<file path="src/ioch_pkg.sv">
/*
  ioch_pkg: constants for the parallel i/o channel handshake block.
  assumes a 125 mhz core clock and a plain strobe register port.
*/
package ioch_pkg;
  // ----------------------------------------------------------------
  // word and register map
  // ----------------------------------------------------------------
  localparam int WORD_W = 12;
  localparam int ADDR_W = 4;
  localparam int DATA_W = 16;
  localparam logic [ADDR_W-1:0] OFF_CMD = 4'h0;
  localparam logic [ADDR_W-1:0] OFF_WDATA = 4'h1;
  localparam logic [ADDR_W-1:0] OFF_RDATA = 4'h2;
  localparam logic [ADDR_W-1:0] OFF_STATUS = 4'h3;
  localparam logic [ADDR_W-1:0] OFF_CTRL = 4'h4;
  // command register bits (write one to start)
  localparam int CMD_FUNC = 0;
  localparam int CMD_ACT = 1;
  localparam int CMD_DISC = 2;
  localparam int CMD_OUT = 3;
  localparam int CMD_TAKE = 4;
  localparam int CMD_CLRERR = 5;
  localparam int CMD_SETMARK = 6;
  localparam int CMD_CLRMARK = 7;
  // status register bits
  localparam int ST_ACTIVE = 0;
  localparam int ST_FULL = 1;
  localparam int ST_MARK = 2;
  localparam int ST_ERR = 3;
  localparam int ST_INWORD = 4;
  localparam int ST_FREPLY = 5;
  // control register bits
  localparam int CTRL_ODD = 0;
  localparam int CTRL_OUTERR = 1;
  localparam logic [1:0] CTRL_RESET = 2'h1;
  // ----------------------------------------------------------------
  // timing
  // ----------------------------------------------------------------
  localparam int CLK_PS = 8000;
  localparam int PULSE_NS = 25;
  localparam int MAJOR_NS = 250;
  localparam int PULSE_CYC = (PULSE_NS * 1000) / CLK_PS;
  localparam int MAJOR_CYC = (MAJOR_NS * 1000) / CLK_PS;
  localparam logic [4:0] PULSE_LAST = 5'(PULSE_CYC - 1);
  localparam logic [4:0] MAJOR_LAST = 5'(MAJOR_CYC - 1);
  typedef enum logic [1:0] {
    IOCH_IDLE = 2'b00,
    IOCH_PULSE = 2'b01
  } ioch_pulse_type;
endpackage

</file>
<file path="src/ioch_channel.sv">
/*
  ioch_channel: one i/o channel with active, full, marker and error
  flags, driving and answering the channel pulses.
  assumes link pulses are asynchronous pins, synchronised here.
*/
// The implementer's own choices: the register addresses and the address-and-strobe port.
`timescale 1ns/10ps
// What this block does
// - function loads word plus parity, sets active and full, sends function pulse only
// - activate sets active flag and sends active pulse
// - disconnect returns channel inactive and sends inactive pulse
// - full flag never set while active flag is clear, save for an input word arriving in a disconnect's cycle
// - output loads word plus parity, sets full, sends full pulse
// - next output word only when channel active and empty
// - input word with full pulse is captured and sets full flag
// - after storing input word, clear full and register, send empty pulse
// - processor may end input early by clearing active with inactive pulse
// - disconnect is allowed after any input word's empty pulse
// - after last output acknowledged, clear active and send inactive pulse
// - function and activate start only when active flag is clear
// - marker flag is a pure software marker with hardware contention resolution; here one register port, so nothing contends, set wins over clear
// - error flag records input parity error and device output errors
// - pulses are about 25 ns wide, aligned to the channel clock
// - inactive reply to a function is recognised at the end of the major cycle in which it arrives
// - each channel holds active, full, marker and error flags
module ioch_channel
  import ioch_pkg::*;
(
  // clock and reset
  input wire logic core_clk_i,
  input wire logic rst_i,
  // register port
  input wire logic [ioch_pkg::ADDR_W-1:0] reg_addr_i,
  input wire logic [ioch_pkg::DATA_W-1:0] reg_wdata_i,
  input wire logic reg_wr_i,
  input wire logic reg_rd_i,
  output logic [ioch_pkg::DATA_W-1:0] reg_rdata_o,
  // channel outputs toward the peripheral equipment unit
  output logic [ioch_pkg::WORD_W-1:0] ch_data_o,
  output logic ch_parity_o,
  output logic ch_data_oe_o,
  output logic ch_function_o,
  output logic ch_active_o,
  output logic ch_inactive_o,
  output logic ch_full_o,
  output logic ch_empty_o,
  // channel inputs from the peripheral equipment unit
  input wire logic [ioch_pkg::WORD_W-1:0] ch_data_i,
  input wire logic ch_parity_i,
  input wire logic ch_inactive_i,
  input wire logic ch_full_i,
  input wire logic ch_empty_i,
  input wire logic ch_error_i
);
  import ioch_pkg::*;

  // ----------------------------------------------------------------
  // helpers
  // ----------------------------------------------------------------
  // parity sense chosen by ctrl, read as each word is loaded or captured
  function automatic logic par_of(input logic [WORD_W-1:0] w, input logic odd);
    par_of = (^w) ^ odd;
  endfunction

  // ----------------------------------------------------------------
  // input synchronisers
  // ----------------------------------------------------------------
  logic [3:0] sy1_reg, sy2_reg, sy3_reg;
  logic [WORD_W:0] dsy1_reg, dsy2_reg;
  logic [3:0] sy1_next, sy2_next, sy3_next;
  logic [WORD_W:0] dsy1_next, dsy2_next;
  logic inact_ev, full_ev, empty_ev, err_ev;

  // two flops before any logic, third only for edge detect
  always_comb begin
    sy1_next = {ch_error_i, ch_empty_i, ch_full_i, ch_inactive_i};
    sy2_next = sy1_reg;
    sy3_next = sy2_reg;
    dsy1_next = {ch_parity_i, ch_data_i};
    dsy2_next = dsy1_reg;
  end

  always_ff @(posedge core_clk_i) begin
    if (rst_i) begin
      sy1_reg <= 4'h0;
      sy2_reg <= 4'h0;
      sy3_reg <= 4'h0;
      dsy1_reg <= 13'h0000;
      dsy2_reg <= 13'h0000;
    end else begin
      sy1_reg <= sy1_next;
      sy2_reg <= sy2_next;
      sy3_reg <= sy3_next;
      dsy1_reg <= dsy1_next;
      dsy2_reg <= dsy2_next;
    end
  end

  // rising edges of the incoming pulses
  always_comb begin
    inact_ev = sy2_reg[0] & ~sy3_reg[0];
    full_ev = sy2_reg[1] & ~sy3_reg[1];
    empty_ev = sy2_reg[2] & ~sy3_reg[2];
    err_ev = sy2_reg[3] & ~sy3_reg[3];
  end

  // ----------------------------------------------------------------
  // channel flags, register and pulse generator
  // ----------------------------------------------------------------
  logic active_reg, active_next;
  logic full_reg, full_next;
  logic mark_reg, mark_next;
  logic err_reg, err_next;
  logic dir_in_reg, dir_in_next; // data register holds an input word
  logic func_reg, func_next; // function outstanding
  logic freply_reg, freply_next; // function reply recognised
  logic inact_seen_reg, inact_seen_next;
  logic [4:0] maj_reg, maj_next;
  logic [WORD_W:0] creg_reg, creg_next;
  logic [WORD_W:0] wstage_reg, wstage_next;
  logic [1:0] ctrl_reg, ctrl_next;
  ioch_pulse_type pst_reg, pst_next;
  logic [4:0] pcnt_reg, pcnt_next;
  logic [4:0] pkind_reg, pkind_next; // function, active, inactive, full, empty
  logic [DATA_W-1:0] rdata_reg, rdata_next;
  logic wr_cmd;
  logic [7:0] cmd;
  logic [4:0] fire;

  always_comb begin
    wr_cmd = reg_wr_i && (reg_addr_i == OFF_CMD);
    cmd = wr_cmd ? reg_wdata_i[7:0] : 8'h00;
  end

  always_comb begin
    active_next = active_reg;
    full_next = full_reg;
    mark_next = mark_reg;
    err_next = err_reg;
    dir_in_next = dir_in_reg;
    func_next = func_reg;
    freply_next = freply_reg;
    inact_seen_next = inact_seen_reg;
    maj_next = maj_reg;
    creg_next = creg_reg;
    wstage_next = wstage_reg;
    ctrl_next = ctrl_reg;
    fire = 5'h00;
    // software writes; the staging word's top bit is unused and stays zero
    if (reg_wr_i && reg_addr_i == OFF_WDATA) begin
      wstage_next = {1'b0, reg_wdata_i[WORD_W-1:0]};
    end else if (reg_wr_i && reg_addr_i == OFF_CTRL) begin
      ctrl_next = reg_wdata_i[1:0];
    end
    // software marker, no hardware effect; one port so no contention
    if (cmd[CMD_SETMARK]) begin
      mark_next = 1'b1;
    end else if (cmd[CMD_CLRMARK]) begin
      mark_next = 1'b0;
    end
    if (cmd[CMD_CLRERR]) begin
      err_next = 1'b0;
    end
    // commands: function and activate need an inactive channel
    if (cmd[CMD_FUNC] && !active_reg && pst_reg == IOCH_IDLE) begin
      creg_next = {par_of(wstage_reg[WORD_W-1:0], ctrl_reg[CTRL_ODD]), wstage_reg[WORD_W-1:0]};
      active_next = 1'b1;
      full_next = 1'b1;
      dir_in_next = 1'b0;
      func_next = 1'b1;
      freply_next = 1'b0;
      inact_seen_next = 1'b0;
      maj_next = 5'h00;
      fire = 5'h01;
    end else if (cmd[CMD_ACT] && !active_reg && pst_reg == IOCH_IDLE) begin
      active_next = 1'b1;
      fire = 5'h02;
    end else if (cmd[CMD_DISC] && active_reg && !full_reg && pst_reg == IOCH_IDLE) begin
      active_next = 1'b0;
      creg_next = 13'h0000;
      fire = 5'h04;
    end else if (cmd[CMD_OUT] && active_reg && !full_reg && !func_reg
                 && pst_reg == IOCH_IDLE) begin
      creg_next = {par_of(wstage_reg[WORD_W-1:0], ctrl_reg[CTRL_ODD]), wstage_reg[WORD_W-1:0]};
      full_next = 1'b1;
      dir_in_next = 1'b0;
      fire = 5'h08;
    end else if (cmd[CMD_TAKE] && full_reg && dir_in_reg && pst_reg == IOCH_IDLE) begin
      full_next = 1'b0;
      creg_next = 13'h0000;
      dir_in_next = 1'b0;
      fire = 5'h10;
    end
    // function reply paced in whole major cycles
    if (func_reg) begin
      maj_next = (maj_reg == MAJOR_LAST) ? 5'h00 : maj_reg + 5'h01;
      if (inact_ev) begin
        inact_seen_next = 1'b1;
      end
      if ((inact_ev || inact_seen_reg) && maj_reg == MAJOR_LAST) begin
        active_next = 1'b0;
        full_next = 1'b0;
        creg_next = 13'h0000;
        func_next = 1'b0;
        freply_next = 1'b1;
        inact_seen_next = 1'b0;
      end
    end else if (inact_ev && !fire[0] && !fire[1]) begin
      // a function or activate in the same cycle wins over a stray inactive;
      // full drops too, so an unread input word is abandoned, never taken
      active_next = 1'b0;
      full_next = 1'b0;
    end
    // empty answer to an output word
    if (empty_ev && full_reg && !dir_in_reg && !func_reg) begin
      full_next = 1'b0;
      creg_next = 13'h0000;
    end
    // input word only lands on an active, empty channel; one that races
    // an inactive pulse is dropped; one that races a disconnect still sets full
    if (full_ev && active_reg && !full_reg && !func_reg && !inact_ev) begin
      creg_next = dsy2_reg;
      full_next = 1'b1;
      dir_in_next = 1'b1;
      if (par_of(dsy2_reg[WORD_W-1:0], ctrl_reg[CTRL_ODD]) != dsy2_reg[WORD_W]) begin
        err_next = 1'b1;
      end
    end
    if (err_ev && ctrl_reg[CTRL_OUTERR]) begin
      err_next = 1'b1;
    end
  end

  // pulse shaper: one pulse of about 25 ns at a time
  // function, activate, disconnect, output and take wait for idle, so a busy shaper quietly refuses them
  always_comb begin
    pst_next = pst_reg;
    pcnt_next = pcnt_reg;
    pkind_next = pkind_reg;
    case (pst_reg)
      IOCH_IDLE: begin
        if (fire != 5'h00) begin
          pst_next = IOCH_PULSE;
          pcnt_next = 5'h00;
          pkind_next = fire;
        end
      end
      IOCH_PULSE: begin
        if (pcnt_reg == PULSE_LAST) begin
          pst_next = IOCH_IDLE;
          pkind_next = 5'h00;
        end else begin
          pcnt_next = pcnt_reg + 5'h01;
        end
      end
      default: begin
        pst_next = IOCH_IDLE;
      end
    endcase
  end

  // read mux, data one cycle after the strobe
  always_comb begin
    rdata_next = 16'h0000;
    if (reg_rd_i) begin
      if (reg_addr_i == OFF_RDATA) begin
        rdata_next = {3'h0, creg_reg};
      end else if (reg_addr_i == OFF_STATUS) begin
        rdata_next[ST_ACTIVE] = active_reg;
        rdata_next[ST_FULL] = full_reg;
        rdata_next[ST_MARK] = mark_reg;
        rdata_next[ST_ERR] = err_reg;
        rdata_next[ST_INWORD] = dir_in_reg;
        rdata_next[ST_FREPLY] = freply_reg;
      end else if (reg_addr_i == OFF_WDATA) begin
        rdata_next = {4'h0, wstage_reg[WORD_W-1:0]};
      end else if (reg_addr_i == OFF_CTRL) begin
        rdata_next = {14'h0000, ctrl_reg};
      end
    end
  end

  always_ff @(posedge core_clk_i) begin
    if (rst_i) begin
      active_reg <= 1'b0;
      full_reg <= 1'b0;
      mark_reg <= 1'b0;
      err_reg <= 1'b0;
      dir_in_reg <= 1'b0;
      func_reg <= 1'b0;
      freply_reg <= 1'b0;
      inact_seen_reg <= 1'b0;
      maj_reg <= 5'h00;
      creg_reg <= 13'h0000;
      wstage_reg <= 13'h0000;
      ctrl_reg <= CTRL_RESET;
      pst_reg <= IOCH_IDLE;
      pcnt_reg <= 5'h00;
      pkind_reg <= 5'h00;
      rdata_reg <= 16'h0000;
    end else begin
      active_reg <= active_next;
      full_reg <= full_next;
      mark_reg <= mark_next;
      err_reg <= err_next;
      dir_in_reg <= dir_in_next;
      func_reg <= func_next;
      freply_reg <= freply_next;
      inact_seen_reg <= inact_seen_next;
      maj_reg <= maj_next;
      creg_reg <= creg_next;
      wstage_reg <= wstage_next;
      ctrl_reg <= ctrl_next;
      pst_reg <= pst_next;
      pcnt_reg <= pcnt_next;
      pkind_reg <= pkind_next;
      rdata_reg <= rdata_next;
    end
  end

  // ----------------------------------------------------------------
  // outputs, all from flops
  // ----------------------------------------------------------------
  // data lines are driven only while the register holds an outgoing word
  always_comb begin
    reg_rdata_o = rdata_reg;
    ch_data_o = creg_reg[WORD_W-1:0];
    ch_parity_o = creg_reg[WORD_W];
    ch_data_oe_o = full_reg & ~dir_in_reg;
    ch_function_o = pkind_reg[0];
    ch_active_o = pkind_reg[1];
    ch_inactive_o = pkind_reg[2];
    ch_full_o = pkind_reg[3];
    ch_empty_o = pkind_reg[4];
  end
endmodule

</file>
<file path="config.mk">
export PLATFORM = sky130hd
export DESIGN_NAME = ioch_channel
export DESIGN_NICKNAME = d
export VERILOG_FILES = /design/src/ioch_pkg.sv /design/src/ioch_channel.sv
export SDC_FILE = /design/constraint.sdc
export NUM_CORES = 1
export LEC_CHECK = 0
export ABC_CLOCK_PERIOD_IN_PS = 1800
export BUFFER_PORTS_ARGS = -buffer_cell sky130_fd_sc_hd__buf_2
export CELL_PAD_IN_SITES_DETAIL_PLACEMENT = 1
export CELL_PAD_IN_SITES_GLOBAL_PLACEMENT = 1
export CORE_ASPECT_RATIO = 1.2
export CORE_UTILIZATION = 40
export DETAILED_ROUTE_END_ITERATION = 16
export GPL_ROUTABILITY_DRIVEN = 1
export PLACE_DENSITY = 0.87
export SLEW_MARGIN = 25
export SYNTH_ARGS = -nofsm -noshare
export SYNTH_HDL_FRONTEND = slang
export SYNTH_SLANG_ARGS = --single-unit
</file>
<file path="constraint.sdc">
create_clock -name core_clk_i -period 1.8 [get_ports core_clk_i]
set_input_delay 0.18 -clock core_clk_i [delete_from_list [all_inputs] [get_ports core_clk_i]]
set_output_delay 0.18 -clock core_clk_i [all_outputs]
set_load 0.02 [all_outputs]
</file>
## After elaboration in Yosys (flattened, before gate mapping)

Index checks and enable logic that the tools add are counted.

- Add/sub/neg operators: 2
- $mul: 0
- Div/mod/pow operators: 0
- Magnitude comparators: 0
- Equality and inequality tests: 13
- Shifts and indexed selects: 0
- Mux-type cells: 70
- Bitwise logic cells: 14
- Reduce and logical (&&, ||, !) cells: 52

Operators with widths:

| operator | number |
|---|---|
| $mux 13 | 10 |
| $mux 5 | 12 |
| $mux 1 | 38 |
| $logic_and 1x1->1 | 28 |
| $reduce_xor 12->1 | 2 |
| $pmux 5 s2 | 2 |
| $mux 12 | 1 |
| $add 5x1->5 const B | 2 |
| $reduce_and 3->1 | 3 |
| $eq 4x2->1 const B | 2 |
| $mux 8 | 1 |
| $logic_not 1->1 | 7 |
| $mux 7 | 1 |
| $not 1->1 | 7 |
| $mux 2 | 3 |
| $mux 6 | 1 |
| $ne 3x2->1 const B | 2 |
| $reduce_bool 2->1 | 3 |
| $and 1x1->1 | 5 |
| $eq 5x2->1 const B | 1 |
| $eq 5x5->1 const B | 1 |
| $reduce_bool 5->1 | 1 |
| $reduce_or 5->1 | 1 |
| $eq 4x1->1 const B | 1 |
| other kinds (13) | 16 |

- Register bits after elaboration: 106
- Bits in latches: 0
- Memory bits (writable): 0
- Memory bits (read-only): 0
- Input port bits: 41
- Output and inout port bits: 35
- Word-level logic and storage cells: 173
- Memories: 0

## Logic depth before layout (Yosys ltp)

- Depth in word-level cells: 18
- Gate-level depth with buffers: 8
- Mapped depth without buffers: 7

## Least setup slack after synthesis

OpenSTA, ideal clock, no wires.

- Path type: flip-flop to flip-flop
- From: reg pcnt_reg[0]
- To: reg pkind_reg[1]
- Setup time: 0.128 ns
- Arrival time: 1.572 ns
- Data required time: 1.672 ns
- Path slack: 0.101 ns
- Cell stages (with the launch flop): 8
- Path buffers: 0
- Period minus slack after synthesis: 1.699 ns
- Cell sequence: dfxtp_1 > inv_1 > ha_1 > or4b_2 > nor2_1 > a21oi_1 > a21oi_1 > nor2_1

- Longest elaborated chain between the ends: 3

RTL lines:

| what | RTL line | text |
|---|---|---|
| start, declared | ioch_channel.sv:123 | `logic [4:0] pcnt_reg, pcnt_next;` |
| start signal, assigned | ioch_channel.sv:315 | `pcnt_reg <= pcnt_next;` |
| $eq 5x2->1 | ioch_channel.sv:249 | `if (pcnt_reg == PULSE_LAST) begin` |
| $ne 2x2->1 (no line) | - |  |
| $reduce_and 3->1 (no line) | - |  |
| end signal, assigned | ioch_channel.sv:316 | `pkind_reg <= pkind_next;` |
| end, declared | ioch_channel.sv:124 | `logic [4:0] pkind_reg, pkind_next;` |

Every way passes these cells.
A chain may end at the register's enable or synchronous reset.

## Worst setup path in the final report

- From: reg active_reg
- To: reg creg_reg[6]

- Longest elaborated chain between the ends: 12
- Elaborated cells on any way between the ends: 24
- Classes of those cells: 8 x mux; 16 x reduce/logical

RTL lines:

| what | RTL line | text |
|---|---|---|
| start, declared | ioch_channel.sv:110 | `logic active_reg, active_next;` |
| start signal, assigned | ioch_channel.sv:302 | `active_reg <= active_next;` |
| $logic_and 1x1->1 (3 in series) | ioch_channel.sv:182 | `end else if (cmd[CMD_OUT] && active_reg && !full_reg && !func_reg` |
| $logic_and 1x1->1 | ioch_channel.sv:183 | `&& pst_reg == IOCH_IDLE) begin` |
| $mux 13 | ioch_channel.sv:182 |  |
| $mux 13 | ioch_channel.sv:178 | `end else if (cmd[CMD_DISC] && active_reg && !full_reg && pst_reg == IOCH_IDLE) begin` |
| $mux 13 | ioch_channel.sv:175 | `end else if (cmd[CMD_ACT] && !active_reg && pst_reg == IOCH_IDLE) begin` |
| $mux 13 | ioch_channel.sv:165 | `if (cmd[CMD_FUNC] && !active_reg && pst_reg == IOCH_IDLE) begin` |
| $mux 13 | ioch_channel.sv:200 | `if ((inact_ev \|\| inact_seen_reg) && maj_reg == MAJOR_LAST) begin` |
| $mux 13 | ioch_channel.sv:195 | `if (func_reg) begin` |
| $mux 13 | ioch_channel.sv:215 | `if (empty_ev && full_reg && !dir_in_reg && !func_reg) begin` |
| $mux 13 * | ioch_channel.sv:221 | `if (full_ev && active_reg && !full_reg && !func_reg && !inact_ev) begin` |
| end signal, assigned | ioch_channel.sv:311 | `creg_reg <= creg_next;` |
| end, declared | ioch_channel.sv:119 | `logic [WORD_W:0] creg_reg, creg_next;` |

Mark *: on every way between the ends. The rest lies on a longest branch, timed or not.

==> out/qor.yml <==
async_reset_ff_share_pct: 0
cp_max_fo: 8
die_h_um: 116
regToRegEndpoint: "creg_reg[6]$_SDFF_PP0_"
grt.overflow.total: 0
die-area_um2: 11300
root_buffer: "clkbuf_16"
slew_viol_final: 0
antenna_found_initial: 0
synth_edf_count: 0
ys_seq_elements: 102
dp_slack_ps: -79.9
hold_violations: 0
p_leak_nw: 2.10
drive_gt1_share_pct: 21.9
p_per_area_nw_per_um2: 873
synth_cells: 481
ys_seq_area_share_pct: 47.1
total_power_mw: 4.56
synthToLayoutAreaGrowth_pct: 20.6
first_pass_iters: 4
cts_sinks: 102
worstReg2RegStart: "active_reg$_SDFF_PP0_"
ys.warnings.count: 0
post-route-util_pct: 49.7
clock_latency_ps: 350
crit_path_end_kind: "register"
start_util_pct: 41.2
core-area_um2: 10500
synth.avg_cell_area_um2: 9.01
antennaDiodeCount: 0
drtIter0Drc: 312
ctsHoldBuffers: 0
worstSetupPathType: "reg -> reg"
status: "finished, final reports clean"
clockBufferDepth: 2
fmax_mhz: 571
place.port_buffers: 68
period_minus_slack_ps: 1750
grtUsageTotal_pct: 22.2
ys.flop_type: "dfxtp_1"
hold_class: "in -> reg"
worst_pin_slew_ps: 524
wl_um: 12300
setup_slack_ps: 49.0
whs_endpoint: "dsy1_reg[3]$_SDFF_PP0_"
htreeDepth: 3
hold_start: "ch_data_i[3]"
period_share_pct: 97.3
slew_headroom_pct: 65.0
gp_congestion: 0.830
ir_drop_v: 0.000395
vias_per_cell: 5.58
rows: 41
r2r_slack_ps: 50
die_x_um: 97.0
ios: 76
critPathArrivalTime_ps: 1990
netlist-cell-type-count: 56
worstPathRequired_ps: 2040
synth_area_um2: 4330
cts.clk_slew.worst_paths_ps: 70
postRouteAntennaNets: 0
rsz0062_at_grt: "true"
finalClockSkew_ps: 7.55
cts_buffers: 9
grt_pass1_wl_um: 19500
drc_errors: 0
cap_violations: 0
finalSetupViolCount: 0
finalSetupTns_ps: 0
cp-start-kind: "register"
min_path_cells: 2
cts_tree: "done"
via_count: 3873
grt_max_degree: 26
final_nets: 605
grt_pass1_vias: 3940
hpwl_um: 8890
route.detailed.wl_per_inst_um: 17.8
reg2regPathDepth: 6
layout by cell type (no fill, tap or decap), types with 4 or more instances in the layout:
cell	Yosys	final
a32o_1	9	9
inv_1	8	8
nor2b_1	44	43
clkbuf_16	0	9
buf_4	6	26
a21oi_1	51	50
xnor2_1	18	18
nor4_1	5	4
ha_1	4	4
a22oi_1	9	9
nand2_1	42	42
nor3_1	9	9
o21ai_0	5	5
o2bb2ai_1	10	10
dfxtp_1	102	101
nand3_1	20	20
o22ai_1	12	12
nor2_1	40	38
nand2b_1	7	7
buf_2	6	68
a22o_1	7	7
nand4_1	4	4
how the worst max path moves through the flow:
stage	slack, ps	startpoint	end	depth (start not counted)
after global placement	50	pcnt_reg[0]$_SDFFE_PP0P_	pkind_reg[4]$_SDFFE_PP0P_	7
after CTS	50	full_reg$_SDFF_PP0_	creg_reg[6]$_SDFF_PP0_	6
after global routing	-20	active_reg$_SDFF_PP0_	creg_reg[4]$_SDFF_PP0_	6
after detailed placement	-80	pcnt_reg[0]$_SDFFE_PP0P_	pkind_reg[1]$_SDFFE_PP0P_	7
after floorplan	100	pcnt_reg[0]$_SDFFE_PP0P_	pkind_reg[1]$_SDFFE_PP0P_	7
final	50	active_reg$_SDFF_PP0_	creg_reg[6]$_SDFF_PP0_	6
synthesized netlist by cell type (all sizes together), types with 2 or more instances:
| master | number | area (um^2) |
|---|---|---|
| inv | 8 | 30.0 |
| nor3 | 10 | 55.1 |
| nor2 | 41 | 156 |
| o2bb2ai | 10 | 87.6 |
| o21ai | 6 | 30.0 |
| a22oi | 9 | 67.6 |
| nand2b | 8 | 57.6 |
| and3 | 4 | 30.0 |
| nand3b | 2 | 15.0 |
| ha | 4 | 50.1 |
| or3b | 2 | 17.5 |
| xnor2 | 18 | 158 |
| a32o | 9 | 90.1 |
| clkbuf | 17 | 63.8 |
| a22o | 7 | 61.3 |
| nand2 | 43 | 164 |
| nand4 | 4 | 25.0 |
| xnor3 | 3 | 67.6 |
| o211ai | 3 | 22.5 |
| dfxtp | 102 | 2040 |
| o22ai | 12 | 75.1 |
| nor2b | 44 | 275 |
| nor3b | 2 | 15.0 |
| buf | 13 | 86.3 |
| nand3 | 20 | 100 |
| xor2 | 3 | 26.3 |
| a21oi | 51 | 255 |
| a211o | 2 | 17.5 |
| nor4 | 5 | 31.3 |
cells by family (layout without fill, tap and decap cells):
logic type / count (synthesis) / in the layout / synth area share (%)
XOR/XNOR: 24 / 24 / 5.80
buffers and inverters: 38 / 119 / 4.16
AO/OA/AOI/OAI: 119 / 119 / 18.2
flip-flops: 102 / 102 / 47.1
AND/OR/NAND/NOR: 192 / 193 / 23.3
adder cells (fa/ha/maj): 4 / 4 / 1.15
other: 1 / 3 / 0.0865
multiplexers: 1 / 1 / 0.231
final cells by class:
| class | instances | area (um^2) |
|---|---|---|
| fill | 1229 | 5290 |
| multi-input combinational | 344 | 2150 |
| sequential | 102 | 2040 |
| timing repair buffer | 95 | 556 |
| clock buffer | 14 | 264 |
| tap | 129 | 161 |
| inverter | 8 | 30.0 |
| clock inverter | 2 | 16.3 |
metal layers:
| metal | wire (um) | vias up | GRT usage, % |
|---|---|---|---|
| li1 | - | 1853 | - |
| met1 | 5120 | 1861 | 25.7 |
| met2 | 6140 | 137 | 39.8 |
| met3 | 817 | 22 | 4.40 |
| met4 | 265 | 0 | 10.1 |
| met5 | 0 | - | 0 |
critical path: stages, from the launching register on:
cell,delay [ps]
dfxtp_1,440
buf_4,210
nand3b_1,240
nand3_1,190
nand2_2,140
o2bb2ai_1,170
a32o_1,240
report_power, final:
| part | switching, mW | leakage, nW | internal [mW] | total (mW) |
|---|---|---|---|---|
| registers | 0.0318 | 0.831 | 2.31 | 2.34 |
| logic | 0.214 | 1.13 | 0.158 | 0.371 |
| clock network | 0.833 | 0.133 | 1.02 | 1.85 |
timing repair:
item                       CTS  global route
setup endpoints to repair   14            12
setup buffers                0             1
gates cloned                 1             0
resized for setup            5             3
pin swaps                    1             1
through the flow:
| stage | hold slack, ps | std cells | cell area, um^2 |
|---|---|---|---|
| floorplan | 308 | 483 | 4340 |
| global placement | 394 | 676 | 4910 |
| global route | 36.2 | 694 | 5230 |
| detailed placement | 396 | 676 | 4910 |
| CTS | 39.3 | 693 | 5210 |
| finish | 42.8 | 694 | 5230 |
(Power assumes the default switching activity.)
